`config.mk`:
```
export PLATFORM = sky130hd
export DESIGN_NAME = atrim_regs
export DESIGN_NICKNAME = d
export VERILOG_FILES = /design/src/atrim_pkg.sv /design/src/atrim_regs.sv
export SDC_FILE = /design/constraint.sdc
export NUM_CORES = 1
export LEC_CHECK = 0
export BUFFER_PORTS_ARGS = -buffer_cell sky130_fd_sc_hd__buf_2
export CAP_MARGIN = 20
export CORE_ASPECT_RATIO = 1.25
export CORE_UTILIZATION = 55
export CTS_CLUSTER_DIAMETER = 60
export DETAILED_ROUTE_END_ITERATION = 16
export PLACE_DENSITY = 0.73
export SYNTH_ARGS = -nofsm -noshare
export SYNTH_HDL_FRONTEND = slang
export SYNTH_SLANG_ARGS = --single-unit
```
`constraint.sdc`:
```
create_clock -name sys_clk_in -period 11.1 [get_ports sys_clk_in]
set_input_delay 1.11 -clock sys_clk_in [delete_from_list [all_inputs] [get_ports sys_clk_in]]
set_output_delay 1.11 -clock sys_clk_in [all_outputs]
set_load 0.01 [all_outputs]
```
`src/atrim_pkg.sv`:
```
// Constants, field layout and carrier types for the converter-16 trim and lane 13-16 pattern/filter registers.
// Assumes a 16-bit register port addressed by 8-bit offsets and 14-bit signed samples.
package atrim_pkg;

  localparam int unsigned ADDR_W = 8;
  localparam int unsigned DATA_W = 16;
  localparam int unsigned SAMPLE_W = 14;

  // Register offsets.
  localparam logic [7:0] CONV16_ODD_GAIN_OFFSET_ADDR = 8'h37;
  localparam logic [7:0] CONV16_EVEN_GAIN_OFFSET_ADDR = 8'h38;
  localparam logic [7:0] LANES13_16_PATTERN_FILTER_CTRL_ADDR = 8'h39;

  // Reset values.
  localparam logic [15:0] CONV16_ODD_GAIN_OFFSET_RST = 16'h0000;
  localparam logic [15:0] CONV16_EVEN_GAIN_OFFSET_RST = 16'h0000;
  localparam logic [15:0] LANES13_16_PATTERN_FILTER_CTRL_RST = 16'h0000;

  // Field positions.
  localparam int unsigned GAIN_LSB = 11;
  localparam int unsigned OFFSET_LSB = 0;
  localparam int unsigned PRBS_LSB = 12;
  localparam int unsigned LANE13_CODE_LSB = 9;
  localparam int unsigned LANE14_CODE_LSB = 6;
  localparam int unsigned FILTER_K_LSB = 1;
  localparam int unsigned FILTER_EN_BIT = 0;

  // Bits that are stored; reserved bits read back as zero.
  localparam logic [15:0] TRIM_WMASK = 16'hfbff;
  localparam logic [15:0] PATFILT_WMASK = 16'hffdf;

  // Legal range of the filter parameter k.
  localparam logic [3:0] FILTER_K_MIN = 4'h2;
  localparam logic [3:0] FILTER_K_MAX = 4'ha;

  // Linear gain for N x 0.2 dB, unsigned with 14 fraction bits.
  localparam int unsigned GAIN_FRAC = 14;
  localparam logic [31:0][15:0] GAIN_TABLE = {
    16'h82ac, 16'h7fb2, 16'h7cca, 16'h79f3, 16'h772d, 16'h7476, 16'h71cf, 16'h6f38,
    16'h6cb0, 16'h6a37, 16'h67cc, 16'h656f, 16'h6320, 16'h60de, 16'h5eaa, 16'h5c82,
    16'h5a67, 16'h5858, 16'h5655, 16'h545e, 16'h5273, 16'h5092, 16'h4ebd, 16'h4cf2,
    16'h4b32, 16'h497b, 16'h47cf, 16'h462d, 16'h4494, 16'h4304, 16'h417e, 16'h4000};

  // Saturation limits of a 14-bit signed sample.
  localparam logic signed [19:0] SAMPLE_MAX = 20'sh01fff;
  localparam logic signed [19:0] SAMPLE_MIN = 20'shfe000;

  typedef struct packed {
    logic valid;
    logic odd;
    logic signed [13:0] data;
  } atrim_sample_t;

  typedef struct packed {
    logic [3:0] prbs_en;
    logic [2:0] lane13_code;
    logic [2:0] lane14_code;
  } atrim_pattern_t;

  typedef struct packed {
    logic enable;
    logic [3:0] k;
  } atrim_filter_t;

  // Clamps a wide intermediate back into the sample range.
  function automatic logic signed [13:0] atrim_sat14(input logic signed [19:0] v);
    logic signed [13:0] r;
    r = v[13:0];
    if (v > SAMPLE_MAX)
    begin
      r = SAMPLE_MAX[13:0];
    end
    else if (v < SAMPLE_MIN)
    begin
      r = SAMPLE_MIN[13:0];
    end
    return r;
  endfunction : atrim_sat14

  // Offset subtraction then gain, both optional, with saturation.
  function automatic logic signed [13:0] atrim_correct(input logic signed [13:0] s, input logic [15:0] reg_v,
                                                        input logic gain_en, input logic offset_en);
    logic signed [15:0] diff;
    logic signed [32:0] prod;
    logic signed [19:0] wide;
    diff = 16'(s) - (offset_en ? 16'(signed'(reg_v[OFFSET_LSB +: 10])) : 16'sh0000);
    prod = 33'(diff) * 33'(signed'({1'b0, GAIN_TABLE[reg_v[GAIN_LSB +: 5]]}));
    wide = gain_en ? {prod[32], prod[32:GAIN_FRAC]} : 20'(diff);
    return atrim_sat14(wide);
  endfunction : atrim_correct

endpackage : atrim_pkg

```
`src/atrim_regs.sv`:
```
// Trim register bank for converter 16 and pattern/filter control for lanes 13 to 16, with the sample trim path.
// Assumes the register port master keeps strobes one cycle long and that samples arrive synchronous to sys_clk_in.
//
// Implementation choice: the strobed register port.
`timescale 1ns/1ps
module atrim_regs (
  input wire logic sys_clk_in,
  input wire logic resetn_in,
  input wire logic [7:0] reg_addr_in,
  input wire logic [15:0] reg_wdata_in,
  input wire logic reg_wr_in,
  input wire logic reg_rd_in,
  output logic [15:0] reg_rdata_out,
  input wire logic global_gain_enable_in,
  input wire logic global_offset_enable_in,
  input wire logic per_lane_pattern_select_in,
  input wire atrim_pkg::atrim_sample_t sample_in,
  output atrim_pkg::atrim_sample_t sample_out,
  output atrim_pkg::atrim_pattern_t pattern_out,
  output atrim_pkg::atrim_filter_t filter_out
);

  typedef struct packed {
    logic [15:0] odd_trim;
    logic [15:0] even_trim;
    logic [15:0] pat_filt;
    logic [15:0] rdata;
    atrim_pkg::atrim_sample_t sample;
    atrim_pkg::atrim_pattern_t pattern;
    atrim_pkg::atrim_filter_t filter;
  } atrim_state_t;

  atrim_state_t state_q;
  atrim_state_t state_d;
  logic [3:0] raw_k;

  assign raw_k = state_q.pat_filt[atrim_pkg::FILTER_K_LSB +: 4];

  // Register writes, read data, sample correction and control outputs.
  always_comb
  begin
    state_d = state_q;
    if (reg_wr_in)
    begin
      unique case (reg_addr_in)
        atrim_pkg::CONV16_ODD_GAIN_OFFSET_ADDR: state_d.odd_trim = reg_wdata_in & atrim_pkg::TRIM_WMASK;
        atrim_pkg::CONV16_EVEN_GAIN_OFFSET_ADDR: state_d.even_trim = reg_wdata_in & atrim_pkg::TRIM_WMASK;
        atrim_pkg::LANES13_16_PATTERN_FILTER_CTRL_ADDR: state_d.pat_filt = reg_wdata_in & atrim_pkg::PATFILT_WMASK;
        default: state_d.rdata = state_q.rdata;
      endcase
    end
    // Read data stands only in the cycle after the strobe; unmapped offsets read zero.
    state_d.rdata = 16'h0000;
    if (reg_rd_in)
    begin
      unique case (reg_addr_in)
        atrim_pkg::CONV16_ODD_GAIN_OFFSET_ADDR: state_d.rdata = state_q.odd_trim;
        atrim_pkg::CONV16_EVEN_GAIN_OFFSET_ADDR: state_d.rdata = state_q.even_trim;
        atrim_pkg::LANES13_16_PATTERN_FILTER_CTRL_ADDR: state_d.rdata = state_q.pat_filt;
        default: state_d.rdata = 16'h0000;
      endcase
    end
    // Each sample is trimmed with the register of its own phase.
    state_d.sample.valid = sample_in.valid;
    state_d.sample.odd = sample_in.odd;
    state_d.sample.data = atrim_pkg::atrim_correct(sample_in.data,
                                                   sample_in.odd ? state_q.odd_trim : state_q.even_trim,
                                                   global_gain_enable_in, global_offset_enable_in);
    // Per-lane pattern fields reach the generator only under per-lane select; codes pass unchanged.
    if (per_lane_pattern_select_in)
    begin
      state_d.pattern.prbs_en = state_q.pat_filt[atrim_pkg::PRBS_LSB +: 4];
      state_d.pattern.lane13_code = state_q.pat_filt[atrim_pkg::LANE13_CODE_LSB +: 3];
      state_d.pattern.lane14_code = state_q.pat_filt[atrim_pkg::LANE14_CODE_LSB +: 3];
    end
    else
    begin
      state_d.pattern = '0;
    end
    // Filter enable and k; a k outside 2..10 is clamped into the legal range.
    state_d.filter.enable = state_q.pat_filt[atrim_pkg::FILTER_EN_BIT];
    if (raw_k < atrim_pkg::FILTER_K_MIN)
    begin
      state_d.filter.k = atrim_pkg::FILTER_K_MIN;
    end
    else if (raw_k > atrim_pkg::FILTER_K_MAX)
    begin
      state_d.filter.k = atrim_pkg::FILTER_K_MAX;
    end
    else
    begin
      state_d.filter.k = raw_k;
    end
  end

  // State register with asynchronous active-low reset to constants.
  always_ff @(posedge sys_clk_in or negedge resetn_in)
  begin
    if (!resetn_in)
    begin
      state_q <= '0;
      state_q.odd_trim <= atrim_pkg::CONV16_ODD_GAIN_OFFSET_RST;
      state_q.even_trim <= atrim_pkg::CONV16_EVEN_GAIN_OFFSET_RST;
      state_q.pat_filt <= atrim_pkg::LANES13_16_PATTERN_FILTER_CTRL_RST;
    end
    else
    begin
      state_q <= state_d;
    end
  end

  assign reg_rdata_out = state_q.rdata;
  assign sample_out = state_q.sample;
  assign pattern_out = state_q.pattern;
  assign filter_out = state_q.filter;
endmodule : atrim_regs

```
==> results of run 1 <==
layout make-up:
cell class / count / area [sq um]
multi-input combinational: 1191 / 10700
fill: 2371 / 10600
sequential: 92 / 2300
inverter: 260 / 976
timing repair buffer: 137 / 798
tap: 340 / 425
clock buffer: 9 / 225
clock inverter: 7 / 65.1
worst paths after layout:
path                                                 end  slack (ns)  cells after the start               startpoint
worst max-delay path             sample_out[3]$_DFF_PN0_        0.76                     33            sample_in[14]
worst min-delay path             filter_out[4]$_DFF_PN0_        0.40                      0   state_d[4]$_DFFE_PN0P_
worst max register to register   sample_out[3]$_DFF_PN0_        1.47                     38  state_q[63]$_DFFE_PN0P_
worst min register to register   filter_out[4]$_DFF_PN0_        0.40                      0   state_d[4]$_DFFE_PN0P_
max in group asynchronous       pattern_out[8]$_DFF_PN0_        9.31                      2                resetn_in
min in group asynchronous        state_q[65]$_DFFE_PN0P_        0.66                      1                resetn_in
stage by stage:
stage          hold slack, ns  power [mW]  setup slack [ns]  utilization  cells
3_5_place_dp            0.389        2.60             0.496        0.584   2020
5_1_grt                 0.428        3.20             0.269        0.595   2036
2_1_floorplan           0.364        1.99             0.703            -   1653
4_1_cts                 0.398        2.93             0.844        0.595   2036
3_3_place_gp            0.379        2.58             0.732        0.584   2020
6_report                0.401        2.94             0.761        0.595   2036
cell families after synthesis:
logic type,synth area share
adders and majority gates,0.389
muxes,0.0649
AOI/OAI and AO/OA,0.104
and+or+nand+nor,0.152
xor gates and xnor gates,0.0240
buffers and inverters,0.109
DFF,0.157
sequential cells by signal, summed over array words and instances, names as in the netlist:
| signal | cells |
|---|---|
| filter_out | 5 |
| pattern_out | 10 |
| raw_k | 4 |
| reg_rdata_out | 16 |
| sample_out | 16 |
| state_d | 1 |
| state_q | 40 |
metal layers:
metal | part of all wire | vias up | wire length (microns)
met5 | 0 | - | 0
met4 | 0.060 | 0 | 2390
met2 | 0.50 | 525 | 19700
met1 | 0.37 | 5806 | 14800
li1 | - | 5359 | -
met3 | 0.069 | 157 | 2730
layout by cell type, fill, tap and decap left out, drive strengths merged, types with 4 or more instances in the layout:
cell	instances
a211oi	9
a21o	22
a21oi	70
a221oi	7
a22oi	16
a31oi	12
and2	39
and3	4
buf	137
clkbuf	9
dfrtp	92
fa	194
ha	144
inv	263
mux2	72
mux2i	13
nand2	202
nand2b	5
nand3	19
nand4	12
nor2	140
nor2b	33
nor3	13
o211ai	7
o21a	8
o21ai	43
o21bai	7
o22ai	6
o31a	4
or2	4
or3	5
xnor2	19
xor2	21
power groups by stage:
stage               combinational (mW)  sequential, mW  clock, mW
CTS                               2.24           0.379      0.311
detailed placement                2.22           0.385          0
global placement                  2.20           0.383          0
finish                            2.25           0.378      0.307
floorplan                         1.61           0.378          0
global route                      2.50           0.381      0.326
worst max-delay path: cells and delay by family:
kind | cells | cell delay, ns
compound gates | 10 | 2.57
fa+ha+maj | 8 | 3.52
buf+inv | 9 | 1.52
mux | 1 | 0.48
simple gates | 5 | 1.39
==> results by group, run 1 <==
Yosys
  – Mapped Avg Cell Area: 8.85 sq um
  – Top-area cell type share of the netlist area: 0.266
  – Post-synth design cell area: approximately 15000 sq um
  – Asr flop ratio synth: 1.00
  – Dominant synthesized flop cell: dfrtp_1
  – Gate Count Post-Synth: between 1500 and 2000
  – Distinct cells, synth: 68
  – Synth area leaders: fa_1, dfrtp_1, ha_1, inv_1, mux2_2
  – Synth Warn #: 0
  – EDFF count, synth: 0
  – Most frequent cell after synthesis: inv_1
  – Register bit total from synthesis: between 90 and 100
  – Yosys top cell by area: fa_1
  – Top post-synthesis cells by count: inv_1, nand2_1, fa_1
  – Net Count, Synth: 2038
  – Seq/Total Area, Yosys: 0.157

Global route
  – Largest net degree at the start of global routing: between 60 and 70
  – GR Util met2: 0.535
  – GRT busiest layer: met2
  – GRT Overall Usage: 0.305
  – Grt ovf: 0
  – First-pass GRT wire length: roughly 64 mm
  – Met1 GRT Util: 0.357
  – Initial antenna violation count: 1
  – Vias in the first global route: 12266
  – Met3 Usage GRT: 0.0448

Clock tree
  – Clock Tree Buf Depth: 2
  – CTS resizes: 0
  – Clk_lat worst skew: approximately 0.35 ns
  – TritonCTS clock tree: done
  – Htree depth: 3
  – CTS Sinks: a little over 90
  – Num CTS Buffers: 9
  – Post-CTS Hold Fix Bufs: 0
  – CTS root buf: clkbuf_16
  – Clock slew at reported path FFs: ~0.08 ns
  – Post-CTS setup buffer count: 0

Die
  – Die Span Y: about 180 microns
  – Initial Util: 0.560
  – I/O pins: 94
  – Die ar.: ~27000 sq um
  – Floorplan row count: 66
  – Core Box Area: around 26000 sq um
  – Die width: about 150 microns

Pwr
  – Clock network power share: 0.105
  – PwrDens: 189 nW/um^2
  – Worst VDD drop: 0.185 mV
  – LEAKAGE: approximately 8.0 nW
  – Sw Ratio: 0.539
  – Comb power frac: 0.767
  – Part of the power in registers: 0.129
  – Sw power: roughly 1.6 mW
  – Int Power: 1.36 mW

Critical path
  – Critical path's slowest cell: o21ai_0
  – Worst path max stage delay: between 0.8 and 0.9 ns
  – Crit Path Max Fanout: 19
  – CP arrival: about 11 ns
  – Crit. End Element: register
  – Startpoint types: input pin
  – WS Path Type: in -> reg
  – Worst EP required: approximately 11 ns

Drt
  – DRT Pass-1 Iters: 5
  – Routed wire length per instance: about 19 microns
  – Vias per std cell: around 5.8
  – Post-route ant nets: 0
  – Total number of vias: between 10000 and 15000
  – Routed Wire Length: ~40 mm
  – # DRC: 0
  – DR iter-0 viols: around 930

Timing
  – Final Critical Period: between 10 and 15 ns
  – Hold Fails Final Rpt: 0
  – Post-Route Setup TNS: 0 ns
  – Fin crit share: 0.931
  – Relative slew slack: 0.252
  – RSZ-0062 raised after global routing: false
  – Final setup fails: 0
  – Fin Clk Skew: 0.0108 ns
  – Worst slew pin tran: 1.11 ns
  – Final slew viol count: 0
  – Max Fclk: ~97 MHz

Cells and area
  – Share of layout cells above drive strength 1: 0.143
  – Post-route cell area: around 16000 sq um
  – ANT cells: 0
  – Area Overhead vs Synth: 6.22%
  – NumNets Final: around 2100

Min path
  – Min-Delay Path Class: reg -> reg

Place
  – HPWL after DPL: roughly 32 mm
  – Number of port buffers: 93
  – Final GP Congestion: 0.990
  – Dpl cell area: around 15000 sq um

Status
  – Outcome: finished, final reports clean

Run
  – Max-capacitance violation count: 0
(Power assumes the default switching activity.)
==> run 2, diff against run 1 <==
ABC_AREA = 1   (was not set)
==> results by group, run 2 <==
Die
  – Core Box Area: 25500 sq um
  – Die Span Y: ~180 microns
  – Die ar.: approximately 27000 sq um
  – Floorplan row count: 65
  – Die width: around 150 microns
  – Initial Util: 0.564
  – I/O pins: 94

Timing
  – Post-Route Setup TNS: 0 ns
  – Final setup fails: 0
  – Fin Clk Skew: 0.00881 ns
  – Fin crit share: 0.861
  – Max Fclk: approximately 100 MHz
  – RSZ-0062 raised after global routing: false
  – Final slew viol count: 0
  – Final Critical Period: around 9.6 ns
  – Hold Fails Final Rpt: 0
  – Relative slew slack: 0.354
  – Slack of the critical path: 1.55 ns
  – Worst slew pin tran: just under 1 ns
  – WHS: 0.396 ns

Cells and area
  – Area Overhead vs Synth: 5.38%
  – Largest register FFs: 40
  – NumNets Final: about 2300
  – Share of layout cells above drive strength 1: 0.0862
  – Biggest register: state_q
  – Final core utilization: 0.595
  – Commonest cells after routing, fill and taps aside: nand2_1, inv_1, fa_1
  – Post-Layout Cell Count: around 2300
  – Commonest non-fill, non-tap cell in the layout: nand2_1
  – ANT cells: 0

Critical path
  – Worst path max stage delay: around 0.55 ns
  – Worst EP required: between 10 and 15 ns
  – Critical path's slowest cell: fa_1
  – Startpoint types: input pin
  – CP arrival: 9.78 ns
  – Most used cell, CP: nand2_1
  – Crit Reg-Reg Startpoint: state_q[63]$_DFFE_PN0P_
  – Crit Path Max Fanout: 28
  – Crit. End Element: register
  – R2r setup slk: between 2 and 2.5 ns
  – RR Endpoint: sample_out[12]$_DFF_PN0_
  – WS Path Type: in -> reg
  – Cells on worst reg2reg path: between 40 and 50

Place
  – # placed instances: roughly 2200
  – Number of port buffers: 93
  – Pre-CTS WS: between 1 and 1.5 ns
  – HPWL after DPL: 34.1 mm
  – Final GP Congestion: 0.978

Global route
  – Vias in the first global route: 12781
  – Initial antenna violation count: 0
  – Largest net degree at the start of global routing: 74
  – GRT Overall Usage: 0.321
  – Grt ovf: 0
  – First-pass GRT wire length: around 66 mm

Yosys
  – Post-synth design cell area: 14400 sq um
  – Yosys top cell by area: fa_1
  – Synth Warn #: 0
  – Dominant synthesized flop cell: dfrtp_1
  – Gate Count Post-Synth: about 1900
  – Register bit total from synthesis: 92
  – Asr flop ratio synth: 1.00
  – Mapped Avg Cell Area: between 7 and 8 sq um
  – EDFF count, synth: 0
  – Seq/Total Area, Yosys: 0.160
  – Distinct cells, synth: 48
  – Top post-synthesis cells by count: nand2_1, inv_1, fa_1
  – Synth area leaders: fa_1, dfrtp_1, ha_1, nand2_1, inv_1
  – Net Count, Synth: about 2300
  – Top-area cell type share of the netlist area: 0.270
  – Most frequent cell after synthesis: nand2_1

Clock tree
  – TritonCTS clock tree: done
  – CTS Sinks: 92
  – CTS root buf: clkbuf_16
  – Post-CTS setup buffer count: 0
  – CTS resizes: 0
  – Post-CTS Hold Fix Bufs: 0
  – Clk_lat worst skew: 0.35 ns
  – Num CTS Buffers: 9
  – Clock slew at reported path FFs: 0.07 ns
  – Htree depth: 3
  – Clock Tree Buf Depth: 2

Pwr
  – Sw Ratio: 0.582
  – Part of the power in registers: 0.097
  – Worst VDD drop: ~0.24 mV
  – Comb power frac: 0.828
  – Clock network power share: 0.075
  – Sw power: 2.33 mW
  – Int Power: ~1.7 mW
  – PwrDens: ~260 nW/um^2
  – LEAKAGE: 8.26 nW

Drt
  – Routed Wire Length: between 40 and 50 mm
  – Post-route ant nets: 0
  – Total number of vias: ~12000
  – Vias per std cell: ~5.5
  – DR iter-0 viols: 785
  – DRT Pass-1 Iters: 5
  – Routed wire length per instance: between 15 and 20 microns
  – # DRC: 0

Min path
  – Worst Hold Depth: 0
  – Min-Delay Path Class: reg -> reg
  – HP Start: state_d[4]$_DFFE_PN0P_
  – Worst Hold Endpoint: filter_out[4]$_DFF_PN0_

Status
  – Outcome: finished, final reports clean

Run
  – Max-capacitance violation count: 0
## run 2: cell types whose count changed in the layout (fill, tap and decap cells not counted), moves of 16 or more
cell,delta
and2_1,-38
mux2_2,-70
nor2_1,+47
a21o_1,-20
nor2b_1,-33
buf_4,-24
nand2_1,+207
nand3_1,+30
o21ai_0,+88
inv_1,+142
a22oi_1,-16
## run 2: how the worst max path moves through the flow
stage / start / to / slack [ns] / cells past startpoint
after floorplan: sample_in[14] / sample_out[3]$_DFF_PN0_ / 2.12 / 43
after global placement: sample_in[14] / sample_out[3]$_DFF_PN0_ / 1.44 / 44
after detailed placement: sample_in[14] / sample_out[12]$_DFF_PN0_ / 1.26 / 44
after CTS: sample_in[14] / sample_out[12]$_DFF_PN0_ / 1.61 / 44
after global routing: sample_in[14] / sample_out[12]$_DFF_PN0_ / 0.75 / 46
final: sample_in[14] / sample_out[12]$_DFF_PN0_ / 1.55 / 44
## run 2: worst max-delay path: cells and delay by family
| family | cells | cell delay [ns] |
|---|---|---|
| buf+inv | 8 | 1.20 |
| simple gates | 18 | 2.09 |
| compound gates | 9 | 1.53 |
| fa+ha+maj | 9 | 3.84 |
## run 2: per-stage QoR
step,power [mW],area [sq um]
2_1_floorplan,2.71,14400
3_3_place_gp,3.63,14800
3_5_place_dp,3.66,14800
4_1_cts,3.99,15100
5_1_grt,4.42,15100
6_report,4.00,15100
## run 2: cell families (layout without fill, tap and decap cells)
group,Yosys count,after routing,synth area share
simple gates,696,696,0.196
buf+inv,500,536,0.146
fa+ha+maj,338,338,0.396
compound gates,240,240,0.0932
flops,92,92,0.160
xor+xnor,13,13,0.00888
## run 2: cell type report
type / instances / area [sq um]
clock buffer: 11 / 253
timing repair buffer: 113 / 618
fill: 2353 / 10300
multi-input combinational: 1287 / 9970
clock inverter: 5 / 43.8
inverter: 407 / 1540
tap: 335 / 419
sequential: 92 / 2300
## run 2: power by group through the flow
stage | clock network (mW) | logic [mW] | registers, mW
2_1_floorplan | 0 | 2.32 | 0.391
3_3_place_gp | 0 | 3.23 | 0.395
3_5_place_dp | 0 | 3.26 | 0.395
4_1_cts | 0.305 | 3.30 | 0.389
5_1_grt | 0.316 | 3.71 | 0.392
6_report | 0.299 | 3.31 | 0.389
## run 2: layer usage
layer,share of wire,up-vias,global-route usage
met3,0.060,158,0.0475
li1,-,5730,-
met2,0.52,507,0.594
met4,0.065,0,0.193
met1,0.36,6042,0.345
met5,0,-,0
